**config.mk**
```make
export PLATFORM = sky130hd
export DESIGN_NAME = drt_refresh_latency
export DESIGN_NICKNAME = d
export VERILOG_FILES = /design/src/core/drt_pkg.sv /design/src/core/drt_refresh_latency.sv
export SDC_FILE = /design/constraint.sdc
export NUM_CORES = 1
export LEC_CHECK = 0
export ABC_AREA = 1
export BUFFER_PORTS_ARGS = -buffer_cell sky130_fd_sc_hd__buf_2
export CORE_UTILIZATION = 60
export CTS_BUF_LIST = sky130_fd_sc_hd__clkbuf_2 sky130_fd_sc_hd__clkbuf_4 sky130_fd_sc_hd__clkbuf_8
export CTS_CLUSTER_SIZE = 12
export DETAILED_ROUTE_END_ITERATION = 12
export PLACE_DENSITY = 0.84
export SYNTH_ARGS = -nofsm -noshare
export SYNTH_HDL_FRONTEND = slang
export SYNTH_SLANG_ARGS = --single-unit
export TNS_END_PERCENT = 5
```
**constraint.sdc**
```tcl
create_clock -name ref_clk_i -period 3.3 [get_ports ref_clk_i]
set_input_delay 0.495 -clock ref_clk_i [delete_from_list [all_inputs] [get_ports ref_clk_i]]
set_output_delay 0.495 -clock ref_clk_i [all_outputs]
set_load 0.03 [all_outputs]
```
**src/core/drt_pkg.sv**
```systemverilog
// constants for the refresh bookkeeping and latency selection of the memory die
// assumes a single 100 MHz clock and a controller that drives commands on that clock
package drt_pkg;
    localparam int CLOCK_MHZ = 100;

    localparam int REFRESH_WINDOW_TIME_MS_T0 = 32;
    localparam int REFRESH_WINDOW_TIME_MS_T1 = 16;
    localparam int REFRESH_WINDOW_TIME_MS_T2 = 8;
    localparam int REFRESH_COMMANDS_PER_WINDOW = 8192;

    // intervals in ps; longest times round down to whole cycles
    localparam int ALLBANK_REFRESH_INTERVAL_PS_T0 = 3900000;
    localparam int ALLBANK_REFRESH_INTERVAL_PS_T1 = 1950000;
    localparam int ALLBANK_REFRESH_INTERVAL_PS_T2 = 975000;
    localparam int PERBANK_REFRESH_INTERVAL_PS_T0 = 487500;
    localparam int PERBANK_REFRESH_INTERVAL_PS_T1 = 243750;
    localparam int PERBANK_REFRESH_INTERVAL_PS_T2 = 121875;
    localparam int PERBANK_CYC_T0 = PERBANK_REFRESH_INTERVAL_PS_T0 * CLOCK_MHZ / 1000000;
    localparam int PERBANK_CYC_T1 = PERBANK_REFRESH_INTERVAL_PS_T1 * CLOCK_MHZ / 1000000;
    localparam int PERBANK_CYC_T2 = PERBANK_REFRESH_INTERVAL_PS_T2 * CLOCK_MHZ / 1000000;

    // least times round up
    localparam int ALLBANK_REFRESH_CYCLE_TIME_NS = 210;
    localparam int PERBANK_REFRESH_CYCLE_TIME_NS = 90;
    localparam int ALLBANK_BUSY_CYC = (ALLBANK_REFRESH_CYCLE_TIME_NS * CLOCK_MHZ + 999) / 1000;
    localparam int PERBANK_BUSY_CYC = (PERBANK_REFRESH_CYCLE_TIME_NS * CLOCK_MHZ + 999) / 1000;

    localparam int NUM_BANKS = 8;
    localparam int BANKS_PER_ALLBANK = 8;
    localparam int OWED_LIMIT = 64;

    localparam int FREQ_STEPS = 9;
    localparam logic [3:0] FREQ_IDX_MAX = 4'h8;
    localparam logic [3:0] FREQ_IDX_RESET = 4'h6;
    localparam int MR0_RL3_BIT = 7;
    localparam int MR0_SETB_BIT = 6;

    // columns: 166,400,533,600,667,733,800,933,1066 MHz
    localparam logic [4:0] READ_DELAY_TABLE [0:FREQ_STEPS-1] =
        '{5'h03, 5'h06, 5'h08, 5'h09, 5'h0a, 5'h0b, 5'h0c, 5'h0e, 5'h10};
    localparam logic [4:0] WRITE_DELAY_SET_A [0:FREQ_STEPS-1] =
        '{5'h01, 5'h03, 5'h04, 5'h05, 5'h06, 5'h06, 5'h06, 5'h08, 5'h08};
    localparam logic [4:0] WRITE_DELAY_SET_B [0:FREQ_STEPS-1] =
        '{5'h01, 5'h03, 5'h04, 5'h05, 5'h08, 5'h09, 5'h09, 5'h0b, 5'h0d};
endpackage

```
**src/core/drt_refresh_latency.sv**
```systemverilog
// refresh-cycle busy tracking, refresh debt accounting and latency selection
// assumes commands arrive as one-cycle pulses from controller logic on ref_clk_i
`timescale 1ns/1ps
module drt_refresh_latency #(
    parameter bit RL3_SUPPORTED = 1'b1,
    parameter bit SETB_SUPPORTED = 1'b1
) (
    input wire logic ref_clk_i,
    input wire logic reset_i,
    input wire logic [1:0] temp_range_i,
    input wire logic all_bank_refresh_command_i,
    input wire logic single_bank_refresh_command_i,
    input wire logic [2:0] refresh_bank_i,
    input wire logic latency_apply_i,
    input wire logic [3:0] freq_index_i,
    input wire logic alt_write_set_i,
    output logic [4:0] read_return_delay_o,
    output logic [4:0] write_accept_delay_o,
    output logic latency_error_o,
    output logic [7:0] mode_reg0_o,
    output logic allbank_busy_o,
    output logic [drt_pkg::NUM_BANKS-1:0] perbank_busy_o,
    output logic refresh_overdue_o,
    output logic refresh_conflict_o
);
    import drt_pkg::*;

    typedef struct packed {
        logic [4:0] rd_lat;
        logic [4:0] wr_lat;
        logic lat_err;
        logic [4:0] ab_cnt;
        logic [NUM_BANKS-1:0][3:0] pb_cnt;
        logic [5:0] tick_cnt;
        logic [7:0] owed;
        logic conflict;
    } drt_state_type;

    drt_state_type state;
    drt_state_type next_state;
    logic legal;
    logic tick;
    logic [5:0] period_last;
    logic [9:0] owed_sum;
    logic [9:0] owed_sub;

    // a refused request keeps the old delays, so running traffic never sees a bad pair
    always_comb begin
        legal = (freq_index_i <= FREQ_IDX_MAX);
        if (freq_index_i == 4'h0 && !RL3_SUPPORTED) begin
            legal = 1'b0;
        end
        if (alt_write_set_i && !SETB_SUPPORTED) begin
            legal = 1'b0;
        end
    end

    // a hot part shortens the interval at once; the far side handles early switching
    always_comb begin
        case (temp_range_i)
            2'h0: period_last = 6'(PERBANK_CYC_T0 - 1);
            2'h1: period_last = 6'(PERBANK_CYC_T1 - 1);
            default: period_last = 6'(PERBANK_CYC_T2 - 1);
        endcase
    end

    // the counter is not cleared on a range change, so the first hotter tick may come early
    assign tick = (state.tick_cnt >= period_last);

    always_comb begin
        next_state = state;
        owed_sum = 10'(state.owed) + {9'h000, tick};
        owed_sub = 10'h000;
        if (latency_apply_i) begin
            if (legal) begin
                next_state.rd_lat = READ_DELAY_TABLE[freq_index_i];
                next_state.wr_lat = alt_write_set_i ? WRITE_DELAY_SET_B[freq_index_i]
                                                    : WRITE_DELAY_SET_A[freq_index_i];
                next_state.lat_err = 1'b0;
            end else begin
                next_state.lat_err = 1'b1;
            end
        end
        next_state.tick_cnt = tick ? 6'h00 : state.tick_cnt + 6'h01;
        // debt counted in per-bank units so both command kinds share one counter
        if (all_bank_refresh_command_i) begin
            owed_sub = owed_sub + 10'(BANKS_PER_ALLBANK);
        end
        if (single_bank_refresh_command_i) begin
            owed_sub = owed_sub + 10'h001;
        end
        // saturate instead of wrapping so a long stall still reads as overdue
        if (owed_sub >= owed_sum) begin
            next_state.owed = 8'h00;
        end else if (owed_sum - owed_sub > 10'h0ff) begin
            next_state.owed = 8'hff;
        end else begin
            next_state.owed = 8'(owed_sum - owed_sub);
        end
        if (state.ab_cnt != 5'h00) begin
            next_state.ab_cnt = state.ab_cnt - 5'h01;
        end
        for (int b = 0; b < NUM_BANKS; b++) begin
            if (state.pb_cnt[b] != 4'h0) begin
                next_state.pb_cnt[b] = state.pb_cnt[b] - 4'h1;
            end
        end
        // an all-bank refresh inside any running cycle, or a per-bank one inside an all-bank cycle or its own bank's, is flagged, then reloads its own busy count
        if (all_bank_refresh_command_i) begin
            if (allbank_busy_o || perbank_busy_o != '0) begin
                next_state.conflict = 1'b1;
            end
            next_state.ab_cnt = 5'(ALLBANK_BUSY_CYC);
        end
        if (single_bank_refresh_command_i) begin
            if (allbank_busy_o || perbank_busy_o[refresh_bank_i]) begin
                next_state.conflict = 1'b1;
            end
            next_state.pb_cnt[refresh_bank_i] = 4'(PERBANK_BUSY_CYC);
        end
    end

    always_ff @(posedge ref_clk_i) begin
        if (reset_i) begin
            // reset lands on the 800 MHz default set
            state <= '0;
            state.rd_lat <= READ_DELAY_TABLE[FREQ_IDX_RESET];
            state.wr_lat <= WRITE_DELAY_SET_A[FREQ_IDX_RESET];
        end else begin
            state <= next_state;
        end
    end

    assign read_return_delay_o = state.rd_lat;
    assign write_accept_delay_o = state.wr_lat;
    assign latency_error_o = state.lat_err;
    always_comb begin
        mode_reg0_o = 8'h00;
        mode_reg0_o[MR0_RL3_BIT] = RL3_SUPPORTED;
        mode_reg0_o[MR0_SETB_BIT] = SETB_SUPPORTED;
    end
    assign allbank_busy_o = (state.ab_cnt != 5'h00);
    always_comb begin
        for (int b = 0; b < NUM_BANKS; b++) begin
            perbank_busy_o[b] = (state.pb_cnt[b] != 4'h0);
        end
    end
    assign refresh_overdue_o = (state.owed > 8'(OWED_LIMIT));
    assign refresh_conflict_o = state.conflict;

    // latency selection checks
    chk_read_delay_load: assert property (@(posedge ref_clk_i) disable iff (reset_i)
        latency_apply_i && legal |=> read_return_delay_o == READ_DELAY_TABLE[$past(freq_index_i)])
        else $error("read delay not loaded from table");
    chk_setb_write: assert property (@(posedge ref_clk_i) disable iff (reset_i)
        latency_apply_i && legal && alt_write_set_i
        |=> write_accept_delay_o == WRITE_DELAY_SET_B[$past(freq_index_i)])
        else $error("alternate write delay wrong");
    chk_rl3_refused: assert property (@(posedge ref_clk_i) disable iff (reset_i)
        latency_apply_i && freq_index_i == 4'h0 && !mode_reg0_o[MR0_RL3_BIT]
        |=> latency_error_o && $stable(read_return_delay_o))
        else $error("unsupported lowest pair accepted");
    chk_setb_refused: assert property (@(posedge ref_clk_i) disable iff (reset_i)
        latency_apply_i && alt_write_set_i && !mode_reg0_o[MR0_SETB_BIT]
        |=> latency_error_o && $stable(write_accept_delay_o))
        else $error("unsupported alternate set accepted");
    chk_delay_hold: assert property (@(posedge ref_clk_i) disable iff (reset_i)
        !latency_apply_i |=> $stable(read_return_delay_o) && $stable(write_accept_delay_o))
        else $error("latency changed without apply");
    chk_seta_write: assert property (@(posedge ref_clk_i) disable iff (reset_i)
        latency_apply_i && legal && !alt_write_set_i
        |=> write_accept_delay_o == WRITE_DELAY_SET_A[$past(freq_index_i)])
        else $error("default write delay wrong");
    chk_refuse_flag: assert property (@(posedge ref_clk_i) disable iff (reset_i)
        latency_apply_i && !legal
        |=> latency_error_o && $stable(read_return_delay_o) && $stable(write_accept_delay_o))
        else $error("refused request changed the delays");
    chk_accept_clears: assert property (@(posedge ref_clk_i) disable iff (reset_i)
        latency_apply_i && legal |=> !latency_error_o)
        else $error("accepted request left the error flag set");

    // refresh cycle and debt checks
    chk_allbank_busy: assert property (@(posedge ref_clk_i) disable iff (reset_i)
        all_bank_refresh_command_i
        |=> allbank_busy_o[*8] ##1 allbank_busy_o[*8] ##1 allbank_busy_o[*5])
        else $error("all-bank busy shorter than cycle time");
    chk_allbank_end: assert property (@(posedge ref_clk_i) disable iff (reset_i)
        all_bank_refresh_command_i ##1 (!all_bank_refresh_command_i)[*8]
        ##1 (!all_bank_refresh_command_i)[*8] ##1 (!all_bank_refresh_command_i)[*5]
        |=> !allbank_busy_o)
        else $error("all-bank busy outlasts cycle time");
    chk_perbank_busy: assert property (@(posedge ref_clk_i) disable iff (reset_i)
        single_bank_refresh_command_i
        |=> (perbank_busy_o != '0)[*8] ##1 (perbank_busy_o != '0))
        else $error("per-bank busy shorter than cycle time");
    chk_perbank_end: assert property (@(posedge ref_clk_i) disable iff (reset_i)
        single_bank_refresh_command_i && !all_bank_refresh_command_i
        ##1 (!single_bank_refresh_command_i && !all_bank_refresh_command_i)[*8]
        ##1 (!single_bank_refresh_command_i && !all_bank_refresh_command_i)
        |=> perbank_busy_o == '0)
        else $error("per-bank busy stuck");
    chk_pb_overlap: assert property (@(posedge ref_clk_i) disable iff (reset_i)
        single_bank_refresh_command_i && perbank_busy_o[refresh_bank_i] |=> refresh_conflict_o)
        else $error("per-bank overlap not flagged");
    chk_conflict_sticky: assert property (@(posedge ref_clk_i) disable iff (reset_i)
        refresh_conflict_o |=> refresh_conflict_o)
        else $error("conflict flag dropped before reset");
    chk_debt_tick: assert property (@(posedge ref_clk_i) disable iff (reset_i)
        tick && !all_bank_refresh_command_i && !single_bank_refresh_command_i
        && state.owed != 8'hff |=> state.owed == $past(state.owed) + 8'h01)
        else $error("refresh debt did not grow");
    chk_debt_payment: assert property (@(posedge ref_clk_i) disable iff (reset_i)
        all_bank_refresh_command_i && !single_bank_refresh_command_i && !tick
        && state.owed >= 8'(BANKS_PER_ALLBANK)
        |=> state.owed == $past(state.owed) - 8'(BANKS_PER_ALLBANK))
        else $error("all-bank refresh did not pay its debt");

    cov_setb_used: cover property (@(posedge ref_clk_i) latency_apply_i && legal && alt_write_set_i);
    cov_overdue: cover property (@(posedge ref_clk_i) $rose(refresh_overdue_o));
    cov_conflict: cover property (@(posedge ref_clk_i) $rose(refresh_conflict_o));
    cov_rl3_refused: cover property (@(posedge ref_clk_i) latency_apply_i && freq_index_i == 4'h0 && !legal);
    cov_pb_overlap: cover property (@(posedge ref_clk_i) single_bank_refresh_command_i && perbank_busy_o[refresh_bank_i]);
endmodule // drt_refresh_latency

```
**After elaboration in Yosys (flattened, before gate mapping)**

Memories as Yosys holds them, arrays and structs flattened. A register that Yosys moved wholly into a read port is not among the register bits.
Index checks and enable logic that the tools add are counted.

- Add/sub/neg operators: 13
- Multiply operators: 0
- Div/mod/pow operators: 0
- Order comparisons: 8
- Eq/ne operators: 1
- Shift-type cells: 0
- Muxes and demuxes: 29
- Bitwise gates (word level): 4
- Reduce and logical (&&, ||, !) cells: 19

Operators with widths:

| operator | number |
|---|---|
| two-way mux 4 bit | 10 |
| two-way mux 5 bit | 7 |
| two-way mux 32 bit | 1 |
| nonzero test 4 bit | 8 |
| subtractor 4 x 1 -> 4 bit, second input constant | 8 |
| bitwise AND 16 bit | 1 |
| NOT 16 bit | 1 |
| bitwise OR 16 bit | 1 |
| demux 4 bit (select 3 bit) | 1 |
| case mux 6 bit (2 select lines) | 1 |
| adder 10 x 1 -> 10 bit, second input constant | 1 |
| greater-or-equal comparator 10 x 9 -> 1 bit | 1 |
| > comparator 10 x 8 -> 1 bit, second input constant | 1 |
| two-way mux 10 bit | 1 |
| subtractor 9 x 10 -> 10 bit | 1 |
| adder 8 x 1 -> 9 bit | 1 |
| > comparator 8 x 7 -> 1 bit, second input constant | 1 |
| two-way mux 8 bit | 1 |
| nonzero test 8 bit | 1 |
| adder 6 x 1 -> 6 bit, second input constant | 1 |
| greater-or-equal comparator 6 bit | 1 |
| two-way mux 1 bit | 6 |
| OR reduction 2 bit | 3 |
| greater-or-equal comparator 5 bit, second input constant | 1 |
| other kinds (13) | 14 |

- Register bits after elaboration: 58
- Latch bits: 0
- RAM bits: 0
- ROM bits: 240
- Output and inout bits: 30
- Memories: 3

Memory list:

| name | words | bits a word | rd ports | clocked after memory_dff | wr ports | RTL line | source |
|---|---|---|---|---|---|---|---|
| (no name shown) | 16 | 5 | 1 | 0 | 0 | drt_refresh_latency.sv:78 | `: WRITE_DELAY_SET_A[freq_index_i];` |
| (no name shown) | 16 | 5 | 1 | 0 | 0 | drt_refresh_latency.sv:77 | `next_state.wr_lat = alt_write_set_i ? WRITE_DELAY_SET_B[freq_index_i]` |
| (no name shown) | 16 | 5 | 1 | 1 | 0 | drt_refresh_latency.sv:76 | `next_state.rd_lat = READ_DELAY_TABLE[freq_index_i];` |

**Depth between registers and ports, before layout**

Gate-level depths: netlist (run 1).

- Depth in word-level cells: 7
- Mapped depth: 21

**Worst setup path after synthesis (run 1)**

No wires, ideal clock.

- Path kind: input-to-reg
- Start: input temp_range_i[1]
- End: register state[8] (netlist bit)
- Library setup time: 0.111 ns
- Data arrival time: 2.753 ns
- Required time: 3.189 ns
- Path slack: 0.436 ns
- Cell stages on the path: 18
- Cell sequence: or2_2 ha_1 a21oi_1 nand3_1 ha_1 ha_1 inv_1 ha_1 nand2_1 nand2_1 nand2_2 inv_1 nand2_1 nand2_1 nand2_4 nand2_2 nor2_1 nor2_1

- Longest elaborated chain between the ends: 7

RTL lines:

| what | RTL line | source |
|---|---|---|
| start, declared | drt_refresh_latency.sv:10 | `input wire logic [1:0] temp_range_i,` |
| equality test 2 x 1 -> 1 bit / logical NOT 2 bit (equally long branches) | drt_refresh_latency.sv:60 | `case (temp_range_i)` |
| case mux 6 bit (2 select lines) * | drt_refresh_latency.sv:60 |  |
| greater-or-equal comparator 6 bit * | drt_refresh_latency.sv:68 | `assign tick = (state.tick_cnt >= period_last);` |
| adder 8 x 1 -> 9 bit * | drt_refresh_latency.sv:72 | `owed_sum = 10'(state.owed) + {9'h000, tick};` |
| subtractor 9 x 10 -> 10 bit | drt_refresh_latency.sv:98 | `next_state.owed = 8'(owed_sum - owed_sub);` |
| > comparator 10 x 8 -> 1 bit | drt_refresh_latency.sv:95 | `end else if (owed_sum - owed_sub > 10'h0ff) begin` |
| two-way mux 8 bit | drt_refresh_latency.sv:95 |  |
| end signal, assigned | drt_refresh_latency.sv:130 | `state <= next_state;` |
| end, declared | drt_refresh_latency.sv:39 | `drt_state_type state;` |

Mark *: on every way between the ends. The rest lies on a longest branch, timed or not.
A chain may end at the register's enable or synchronous reset.

**Worst setup path in the final report (run 1)**

- Start: input temp_range_i[1]
- End: register state[4] (netlist bit)

Same word-level chain as after synthesis.

==> out/results.tsv, run 1 <==
metric	value	unit
clock tree buffer depth	2	
setup violators final	0	
HP Class	primary input to register	
Final Skew	0.00631	ns
Seq/Total Area, Yosys	0.333	
Die Height	80.9	um
max-cap violation count	0	
XOR/XNOR share of the synthesized area	0.0352	
RD Place Congestion	0.879	
WP buf/inv	4	
starting density of the core	0.626	
Sum Neg Setup Slack	0	ns
# rows	28	
Met2 Wirelength	3750	um
GRT Util Overall	0.250	
via/cell ratio	5.23	
final-stage net count	606	
largest cells by area after synthesis	dfxtp_1 33%, inv_1 11%, nand2_1 8.6%	
area growth from synthesis to layout	9.66	%
vias in the first global route	3173	
Unique masters post-synth	32	
Post-synth EDFFs	0	
Post-CTS Setup Inserts	0	
Syn Area/Cell	6.94	um^2
# hold bufs at CTS	0	
Startpoint Class	primary input	
Ys Warns	0	
post-synth top area share	0.333	
H-Tree Depth	3	
FFs w/ async S/R, synth	0	
CTS root buf	clkbuf_8	
critical path class	primary input to register	
clk sinks	62	
Worst-path clk slew	0.07	ns
VDD IR max	0.568	mV
compound-gate portion of the synthesized area	0.126	
final instance area	4090	um^2
Routed Antenna Nets	0	
Cell Pwr Density	935	nW/um^2
CP Data Required Time	3.54	ns
fmax	345	MHz
delay-heaviest family, CP	simple AND/OR/NAND/NOR gates	
DRT Pass-1 Iters	6	
placed cell areas	3870	um^2
TritonCTS Buffers	9	
TritonCTS clock tree	done	
cell with the most instances after synthesis	inv_1	
status	finished clean	
CP dominant cell by count	nand2_1	
Critical Path AT	3.14	ns
crit end category	register	
synthesized flop and latch total	62	
commonest cells in the netlist	107 x inv_1, 85 x nand2_1, 62 x dfxtp_1, 59 x nor2_1, 37 x nand3_1	
Clk Latency, worst-skew pair	0.34	ns
slowest CP cell	ha_1	
I/O pin cnt	45	
Synth Area in Simple Gates	0.273	
Final min period	2.90	ns
Finished Core Util	0.687	
wl on met1	3430	um
DR WL met3	332	um
initial antenna violation count	0	
routed wire length	7640	um
max layer used	met4	
first-pass GRT wire length	12800	um
post-synthesis mux area share	0	
antenna fix cells	0	
worst-path fanout max	8	
Cells after Synth	538	
Rel. slew slack	0.463	
core box area	5960	um^2
cell area after synthesis	3730	um^2
Final Hold Vio Count	0	
largest family of logic cells by synthesized area	simple AND/OR/NAND/NOR gates	
GRT overflow	0	
initial drt markers	167	
CP peak stage delay	0.31	ns
worst-margin pin slew	0.804	ns
unrepaired setup endpoints after global routing	false	
DP HPWL	5710	um
Chip Width	80.9	um
post_cts resized	0	
die area	6540	um^2
drt drc	0	
Vias	3381	
cell taking the most area after synthesis	dfxtp_1	
CP Cell Sequence	buf_2 -> or2_2 -> ha_1 -> a21oi_1 -> nand3_1 -> ha_1 -> ha_1 -> inv_1 -> ha_1 -> nand2_1 -> nand2_1 -> nand2_2 -> inv_1 -> nand2_1 -> nand2_1 -> nand2_4 -> nand3_1 -> nand2_1 -> inv_1	
share of cells above drive strength 1	0.131	
IO buf count	35	
Adder-Cell Fraction of Synth Area	0.0805	
DR WL/cell	11.8	um
fin crit share	0.879	
fin. max-slew vios	0	
largest net degree at the start of global routing	30	
Top FF cell, synth	dfxtp_1	
Static Leakage	0.00207	uW
[final cells by class]
type,instances,area [um^2]
Clock buffer,12,153
Clock inverter,4,70.1
Fill cell,499,1860
Inverter,107,402
Multi-Input combinational cell,352,1960
Sequential cell,62,1240
Tap cell,75,93.8
Timing Repair Buffer,35,175
[cells by family after synthesis]
family | Yosys count
buf+inv | 131
simple gates | 226
flops | 62
other cells | 2
fa+ha+maj | 24
xor+xnor | 15
compound gates | 78
[per-layer routing]
| layer | track usage | vias to the layer above |
|---|---|---|
| met1 | 0.286 | 1539 |
| li1 | - | 1741 |
| met3 | 0.0393 | 13 |
| met5 | 0 | - |
| met4 | 0.129 | 0 |
| met2 | 0.445 | 88 |
[layout by cell type, fill, tap and decap left out, drive strengths merged, types with 9 or more instances in the layout]
cell type  count
inv          107
nand2         96
nor2          63
dfxtp         62
nand3         38
buf           35
o21ai         27
a21oi         25
ha            24
a211oi        14
nor3          12
clkbuf        12
xor2          11
conb           9
[power by group]
group | leakage [uW] | internal, uW | switching (uW) | total (uW)
sequential | 0.000514 | 991 | 157 | 1150
clock | 0.000117 | 460 | 284 | 745
combinational | 0.00144 | 652 | 1280 | 1930
[per-stage QoR]
stage / cells / power (uW) / worst slack [ns] / hold WS (ns)
floorplan: 545 / 2660 / 0.436 / 0.430
global placement: 631 / 2980 / 0.224 / 0.441
detailed placement: 631 / 3060 / 0.0915 / 0.446
CTS: 647 / 3820 / 0.436 / 0.416
global route: 647 / 4140 / 0.221 / 0.424
finish: 647 / 3820 / 0.398 / 0.429
[registers in the layout (all words and copies together) (netlist names)]
signal                flops
write_accept_delay_o      4
refresh_conflict_o        1
state                    51
latency_error_o           1
read_return_delay_o       5
[tightest hold or removal path, stage by stage]
cell and delay, ns:
buf_2 0.11, nand2_1 0.06, nand3_1 0.07
[final timing paths]
path                            depth (start not counted)  slack [ns]              startpoint                     end
worst min-delay path                                    3        0.43         latency_apply_i  read_return_delay_o[3]
worst min register to register                          2        0.46  read_return_delay_o[3]  read_return_delay_o[3]
worst max-delay path                                   19        0.40         temp_range_i[1]                state[4]
worst max register to register                         17        0.52               state[12]                state[4]
No activity file was read; power rests on OpenSTA's default activity.
==> inputs of run 2 (changes only) <==
clock period = 2.9 ns   (was 3.3 ns; I/O delays follow)
==> run 2 against run 1 <==
Net effect: routed wire length increased by 3.6%; worst setup slack got worse by 0.19 ns; critical path type unchanged; clock skew increased by 0.0047 ns; largest power group unchanged; global-route usage increased by 1.1 points; total power increased by 13%; largest cell class unchanged.
==> out/results.tsv, run 2 (same netlist as run 1, synthesis figures left out) <==
metric	value	unit	change
share of cells above drive strength 1	0.149		+0.0174
hold slack	0.345	ns	-0.0845 ns
IO buf count	35		unchanged
fin crit share	0.929		
GRT overflow	0		unchanged
via/cell ratio	5.19		-0.75%
Vias	3392		+0.33%
Final Hold Vio Count	0		unchanged
Cell Pwr Density	1040	nW/um^2	+11%
Rel. slew slack	0.577		+0.114
final-stage net count	614		+1.3%
routed wire length	7920	um	+3.6%
Final min period	2.70	ns	
Critical Path AT	2.95	ns	-0.19 ns
RD Place Congestion	0.898		+2.1%
largest reg by FF count	state		
Startpoint Class	primary input		
Routed Antenna Nets	0		unchanged
initial drt markers	215		+29%
Die Height	80.9	um	unchanged
worst setup margin	0.205	ns	-0.194 ns
clk sinks	62		unchanged
max reg flops	51		unchanged
Final Skew	0.0110	ns	+0.00472 ns
Setup WS pre-CTS	-0.172	ns	-0.264 ns
placed cell areas	3920	um^2	+1.4%
Clk Latency, worst-skew pair	0.35	ns	about the same
drt drc	0		unchanged
HP Class	primary input to register		
antenna fix cells	0		unchanged
fmax	371	MHz	
clock tree buffer depth	2		unchanged
crit end category	register		
status	finished clean		
initial antenna violation count	0		unchanged
commonest cells after routing, fill and taps aside	107 x inv_1, 85 x nand2_1, 62 x dfxtp_1, 58 x nor2_1, 37 x nand3_1		
H-Tree Depth	3		unchanged
# hold bufs at CTS	0		unchanged
commonest non-fill, non-tap cell in the layout	inv_1		
setup violators final	0		unchanged
Worst-path clk slew	0.07	ns	about the same
area growth from synthesis to layout	10.9	%	
starting density of the core	0.626		unchanged
TritonCTS clock tree	done		
CTS root buf	clkbuf_8		
CP Data Required Time	3.15	ns	-0.39 ns
I/O pin cnt	45		unchanged
# rows	28		unchanged
VDD IR max	0.782	mV	+38%
worst-path fanout max	8		unchanged
vias in the first global route	3192		+0.60%
Static Leakage	0.00209	uW	+0.92%
TritonCTS Buffers	9		unchanged
DP HPWL	5930	um	+4.0%
final instance area	4140	um^2	+1.1%
fin. max-slew vios	0		unchanged
DRT Pass-1 Iters	5		-1
GRT Util Overall	0.261		+0.0115
largest net degree at the start of global routing	21		-30%
core box area	5960	um^2	unchanged
worst-margin pin slew	0.634	ns	-0.170 ns
die area	6540	um^2	unchanged
critical path class	primary input to register		
first-pass GRT wire length	13100	um	+2.7%
DR WL/cell	12.1	um	+2.5%
Sum Neg Setup Slack	0	ns	unchanged
max-cap violation count	0		unchanged
Chip Width	80.9	um	unchanged
-- run 2: cell types whose count changed in the layout (fill, tap and decap cells not counted) --
| cell | previous run | this run |
|---|---|---|
| a21oi_1 | 23 | 22 |
| nand2_4 | 1 | 2 |
| ha_1 | 24 | 22 |
| buf_4 | 0 | 8 |
| clkinvlp_4 | 0 | 1 |
| nor2_2 | 1 | 2 |
| bufinv_16 | 2 | 1 |
| clkbuf_4 | 2 | 1 |
| ha_2 | 0 | 2 |
| nor2_1 | 59 | 58 |
| a21oi_2 | 1 | 2 |
| nand2_2 | 10 | 9 |
-- run 2: where the power goes --
part	total (uW)	switching (uW)	internal (uW)
clock network	756	334	422
registers	1310	179	1130
logic	2250	1470	776
-- run 2: final timing paths --
kind	start	to	slack [ns]	depth (start not counted)
worst max-delay path	temp_range_i[1]	state[3]	0.20	17
worst min-delay path	latency_apply_i	read_return_delay_o[3]	0.34	3
worst max register to register	state[12]	state[3]	0.24	17
worst min register to register	read_return_delay_o[3]	read_return_delay_o[3]	0.46	2
-- run 2: final cells by class --
type	count	area, um^2
sequential	62	1240
clock inverter	4	47.5
clock buffer	11	145
timing repair buffer	43	235
multi-input combinational	352	1970
inverter	107	402
fill	500	1820
tap	75	93.8
-- run 2: critical path, stage by stage --
cell and delay [ns]:
buf_2 0.10, or2_2 0.28, ha_1 0.32, a21oi_2 0.19
nand3_1 0.10, ha_2 0.21, nand3_2 0.09, xor2_1 0.18
ha_2 0.33, nand2_1 0.09, nand2_2 0.08, nor2_1 0.12
nand2_1 0.10, nand2_4 0.12, nand3_1 0.07, nand2_1 0.08
inv_1 0.04
-- run 2: timing repair --
action	in CTS	in global routing
setup endpoints to repair	0	8
buffers inserted	0	1
gates resized for setup	0	5
-- run 2: per-layer routing --
layer  track usage  vias to the layer above  routed length (um)
li1              -                     1758                   -
met1         0.290                     1518                3380
met2         0.471                      102                3930
met3        0.0652                       14                 446
met4         0.109                        0                 157
met5             0                        -                   0
-- run 2: through the flow --
stage | utilization | power, uW | instances
after CTS | 0.691 | 4290 | 653
after global routing | 0.695 | 4680 | 654
final | 0.695 | 4310 | 654
after global placement | 0.658 | 3420 | 638
after detailed placement | 0.658 | 3520 | 638
after floorplan | - | 3020 | 545
==> inputs of run 3 (changes only) <==
ABC_AREA = not set   (was 1)
==> run 3 against run 2 <==
Net effect: flip-flop and latch count unchanged; count of clock-buffer cells in the layout increased by 2; via count decreased by 12%; register-to-register slack got worse by 0.18 ns; largest cell class unchanged; total power increased by 4.8%; first-iteration DRC count decreased by 28%; critical path depth decreased by 2; combinational power increased by 2%; largest power group unchanged.
==> out/results.tsv, run 3 <==
metric	value	unit	change
area growth from synthesis to layout	18.4	%	
TritonCTS Buffers	9		unchanged
GRT Util Overall	0.262		+0.00116
Vias	2985		-12%
Top FF cell, synth	dfxtp_1		
clock tree buffer depth	2		unchanged
largest reg by FF count	state		
CP Data Required Time	3.18	ns	+0.03 ns
largest cells by area after synthesis	dfxtp_1 35%, ha_1 8.6%, xnor2_1 6.5%		
# placed instances	521		-18%
post-synth top area share	0.355		+0.0221
worst-path fanout max	8		unchanged
global route hottest layer	met2		
die area	6140	um^2	-6.1%
final-stage net count	502		-18%
I/O pin cnt	45		unchanged
critical path class	register to register		
met1 usage	0.312		+0.0222
CP peak stage delay	0.33	ns	about the same
GRT overflow	0		unchanged
core box area	5570	um^2	-6.4%
setup violators final	0		unchanged
cell with the most instances after synthesis	dfxtp_1		
max reg flops	51		unchanged
Min-Delay Path Depth	2		-1
HP Start	all_bank_refresh_command_i		
commonest non-fill, non-tap cell in the layout	dfxtp_1		
cell area after synthesis	3500	um^2	-6.2%
Clk Latency, worst-skew pair	0.35	ns	about the same
Finished Layout Cells	540		-17%
via/cell ratio	5.53		+6.6%
clk sinks	62		unchanged
Static Leakage	0.00178	uW	-15%
slowest CP cell	dfxtp_1		
Cells after Synth	418		-22%
initial drt markers	155		-28%
Rel. slew slack	0.484		-0.0932
IO buf count	35		unchanged
VDD IR max	0.799	mV	+2.3%
Syn Area/Cell	8.37	um^2	+21%
cell taking the most area after synthesis	dfxtp_1		
synthesized flop and latch total	62		unchanged
met2 Track Usage GR	0.460		-0.0118
Chip Width	78.4	um	-3.1%
Ys Warns	0		unchanged
fmax	352	MHz	-5.0%
Critical Path AT	3.12	ns	+0.17 ns
Sum Neg Setup Slack	0	ns	unchanged
hold endpoint	state[50]		
largest net degree at the start of global routing	36		+71%
antenna fix cells	0		unchanged
Final Hold Vio Count	0		unchanged
max-cap violation count	0		unchanged
GR Layer Usage met3	0.0419		-0.0233
initial antenna violation count	0		unchanged
Final min period	2.84	ns	+0.143 ns
drt drc	0		unchanged
register-to-register setup slack	0.06	ns	-0.18 ns
worst r2r path cells	15		-2
hold slack	0.355	ns	+0.0105 ns
routed wire length	7560	um	-4.5%
commonest cells after routing, fill and taps aside	59 x dfxtp_1, 41 x nor2_1, 39 x a21oi_1, 36 x inv_1, 35 x buf_2		
R2R Path End	state[2]		
vias in the first global route	2888		-9.5%
DRT Pass-1 Iters	4		-1
Cell Pwr Density	1090	nW/um^2	+4.6%
FFs w/ async S/R, synth	0		unchanged
Unique masters post-synth	46		+44%
Routed Antenna Nets	0		unchanged
CP Cell Sequence	ha_2 -> a21o_1 -> a21o_1 -> a21o_1 -> a21o_1 -> ha_4 -> ha_4 -> inv_1 -> ha_2 -> nand2b_1 -> o22ai_2 -> buf_4 -> a31o_4 -> a31o_4 -> a21oi_2		
HP Class	primary input to register		
crit end category	register		
Die Height	78.4	um	-3.1%
CTS root buf	clkbuf_8		
Worst-path clk slew	0.06	ns	about the same
Startpoint Class	register		
status	finished clean		
unrepaired setup endpoints after global routing	true		
fin crit share	0.979		+0.0494
Post-synth EDFFs	0		unchanged
starting density of the core	0.628		+0.00114
Seq/Total Area, Yosys	0.355		+0.0221
R2R Path Start	state[10]		
H-Tree Depth	3		unchanged
worst-margin pin slew	0.773	ns	+0.139 ns
CP dominant cell by count	a21o_1		
Final Skew	0.0117	ns	+0.000714 ns
first-pass GRT wire length	12600	um	-3.5%
# rows	27		-3.6%
TritonCTS clock tree	done		
DP HPWL	5420	um	-8.6%
fin. max-slew vios	0		unchanged
RD Place Congestion	0.915		+1.9%
Finished Core Util	0.743		+0.0485
share of cells above drive strength 1	0.244		+0.0951
DR WL/cell	14.0	um	+16%
commonest cells in the netlist	62 x dfxtp_1, 41 x nor2_1, 40 x a21oi_1, 36 x inv_1, 26 x xnor2_1		
## run 3: cell type report
class	instances	area, um^2
clock buffer	13	173
clock inverter	3	65.1
fill	431	1430
inverter	36	135
multi-input combinational	296	2090
sequential	62	1240
tap	72	90.1
timing repair buffer	58	348
## run 3: routing by layer
| metal | up-vias | wire length (um) |
|---|---|---|
| met5 | - | 0 |
| met4 | 0 | 165 |
| met3 | 19 | 389 |
| met2 | 79 | 3720 |
| met1 | 1385 | 3280 |
| li1 | 1502 | - |
## run 3: where the power goes
part | total, uW | internal [uW] | switching (uW) | leakage (uW)
clock network | 906 | 563 | 343 | 0.000123
logic | 2290 | 1010 | 1280 | 0.00114
registers | 1320 | 1100 | 213 | 0.000514
total | 4510 | 2680 | 1830 | 0.00178
## run 3: worst max-delay path: cells and delay by family (launching register included)
family | cells | cell delay, ns
compound gates | 8 | 1.32
fa+ha+maj | 4 | 0.84
buf+inv | 2 | 0.20
flops | 1 | 0.33
simple gates | 1 | 0.08
## run 3: per-stage QoR
| stage | power (uW) | setup WS, ns | area [um^2] |
|---|---|---|---|
| after detailed placement | 3540 | -0.315 | 3810 |
| after floorplan | 2980 | -0.119 | 3580 |
| after CTS | 4480 | 0.0161 | 4090 |
| final | 4510 | 0.0614 | 4140 |
| after global routing | 4830 | -0.0776 | 4140 |
| after global placement | 3440 | -0.155 | 3810 |
## run 3: timing repair
item / in CTS / in global routing
buffers inserted: 1 / 2
gates resized for setup: 6 / 7
endpoints found under the setup margin: 7 / 8
cloned: 0 / 0
hold buffers: 0 / 0
pin swaps: 6 / 4
hold endpoints to repair: 0 / 0
## run 3: cell families (layout without fill, tap and decap cells)
logic type                 count (synthesis)  count (layout)  synth area share
and+or+nand+nor                          144             144             0.216
AOI/OAI and AO/OA                         82              82             0.155
buffers and inverters                     67             110            0.0912
DFF                                       62              62             0.355
xor gates and xnor gates                  33              33            0.0826
adders and majority gates                 24              24            0.0858
muxes                                      4               4            0.0122
other                                      2               9           0.00215
## run 3: worst max path at each step
stage | cells past startpoint | startpoint | endpoint | slack (ns)
after floorplan | 15 | temp_range_i[1] | state[1] | -0.12
after detailed placement | 15 | temp_range_i[1] | state[8] | -0.31
after CTS | 14 | state[12] | state[8] | 0.02
after global routing | 13 | state[10] | state[8] | -0.08
final | 15 | state[10] | state[2] | 0.06
after global placement | 17 | temp_range_i[1] | state[3] | -0.16
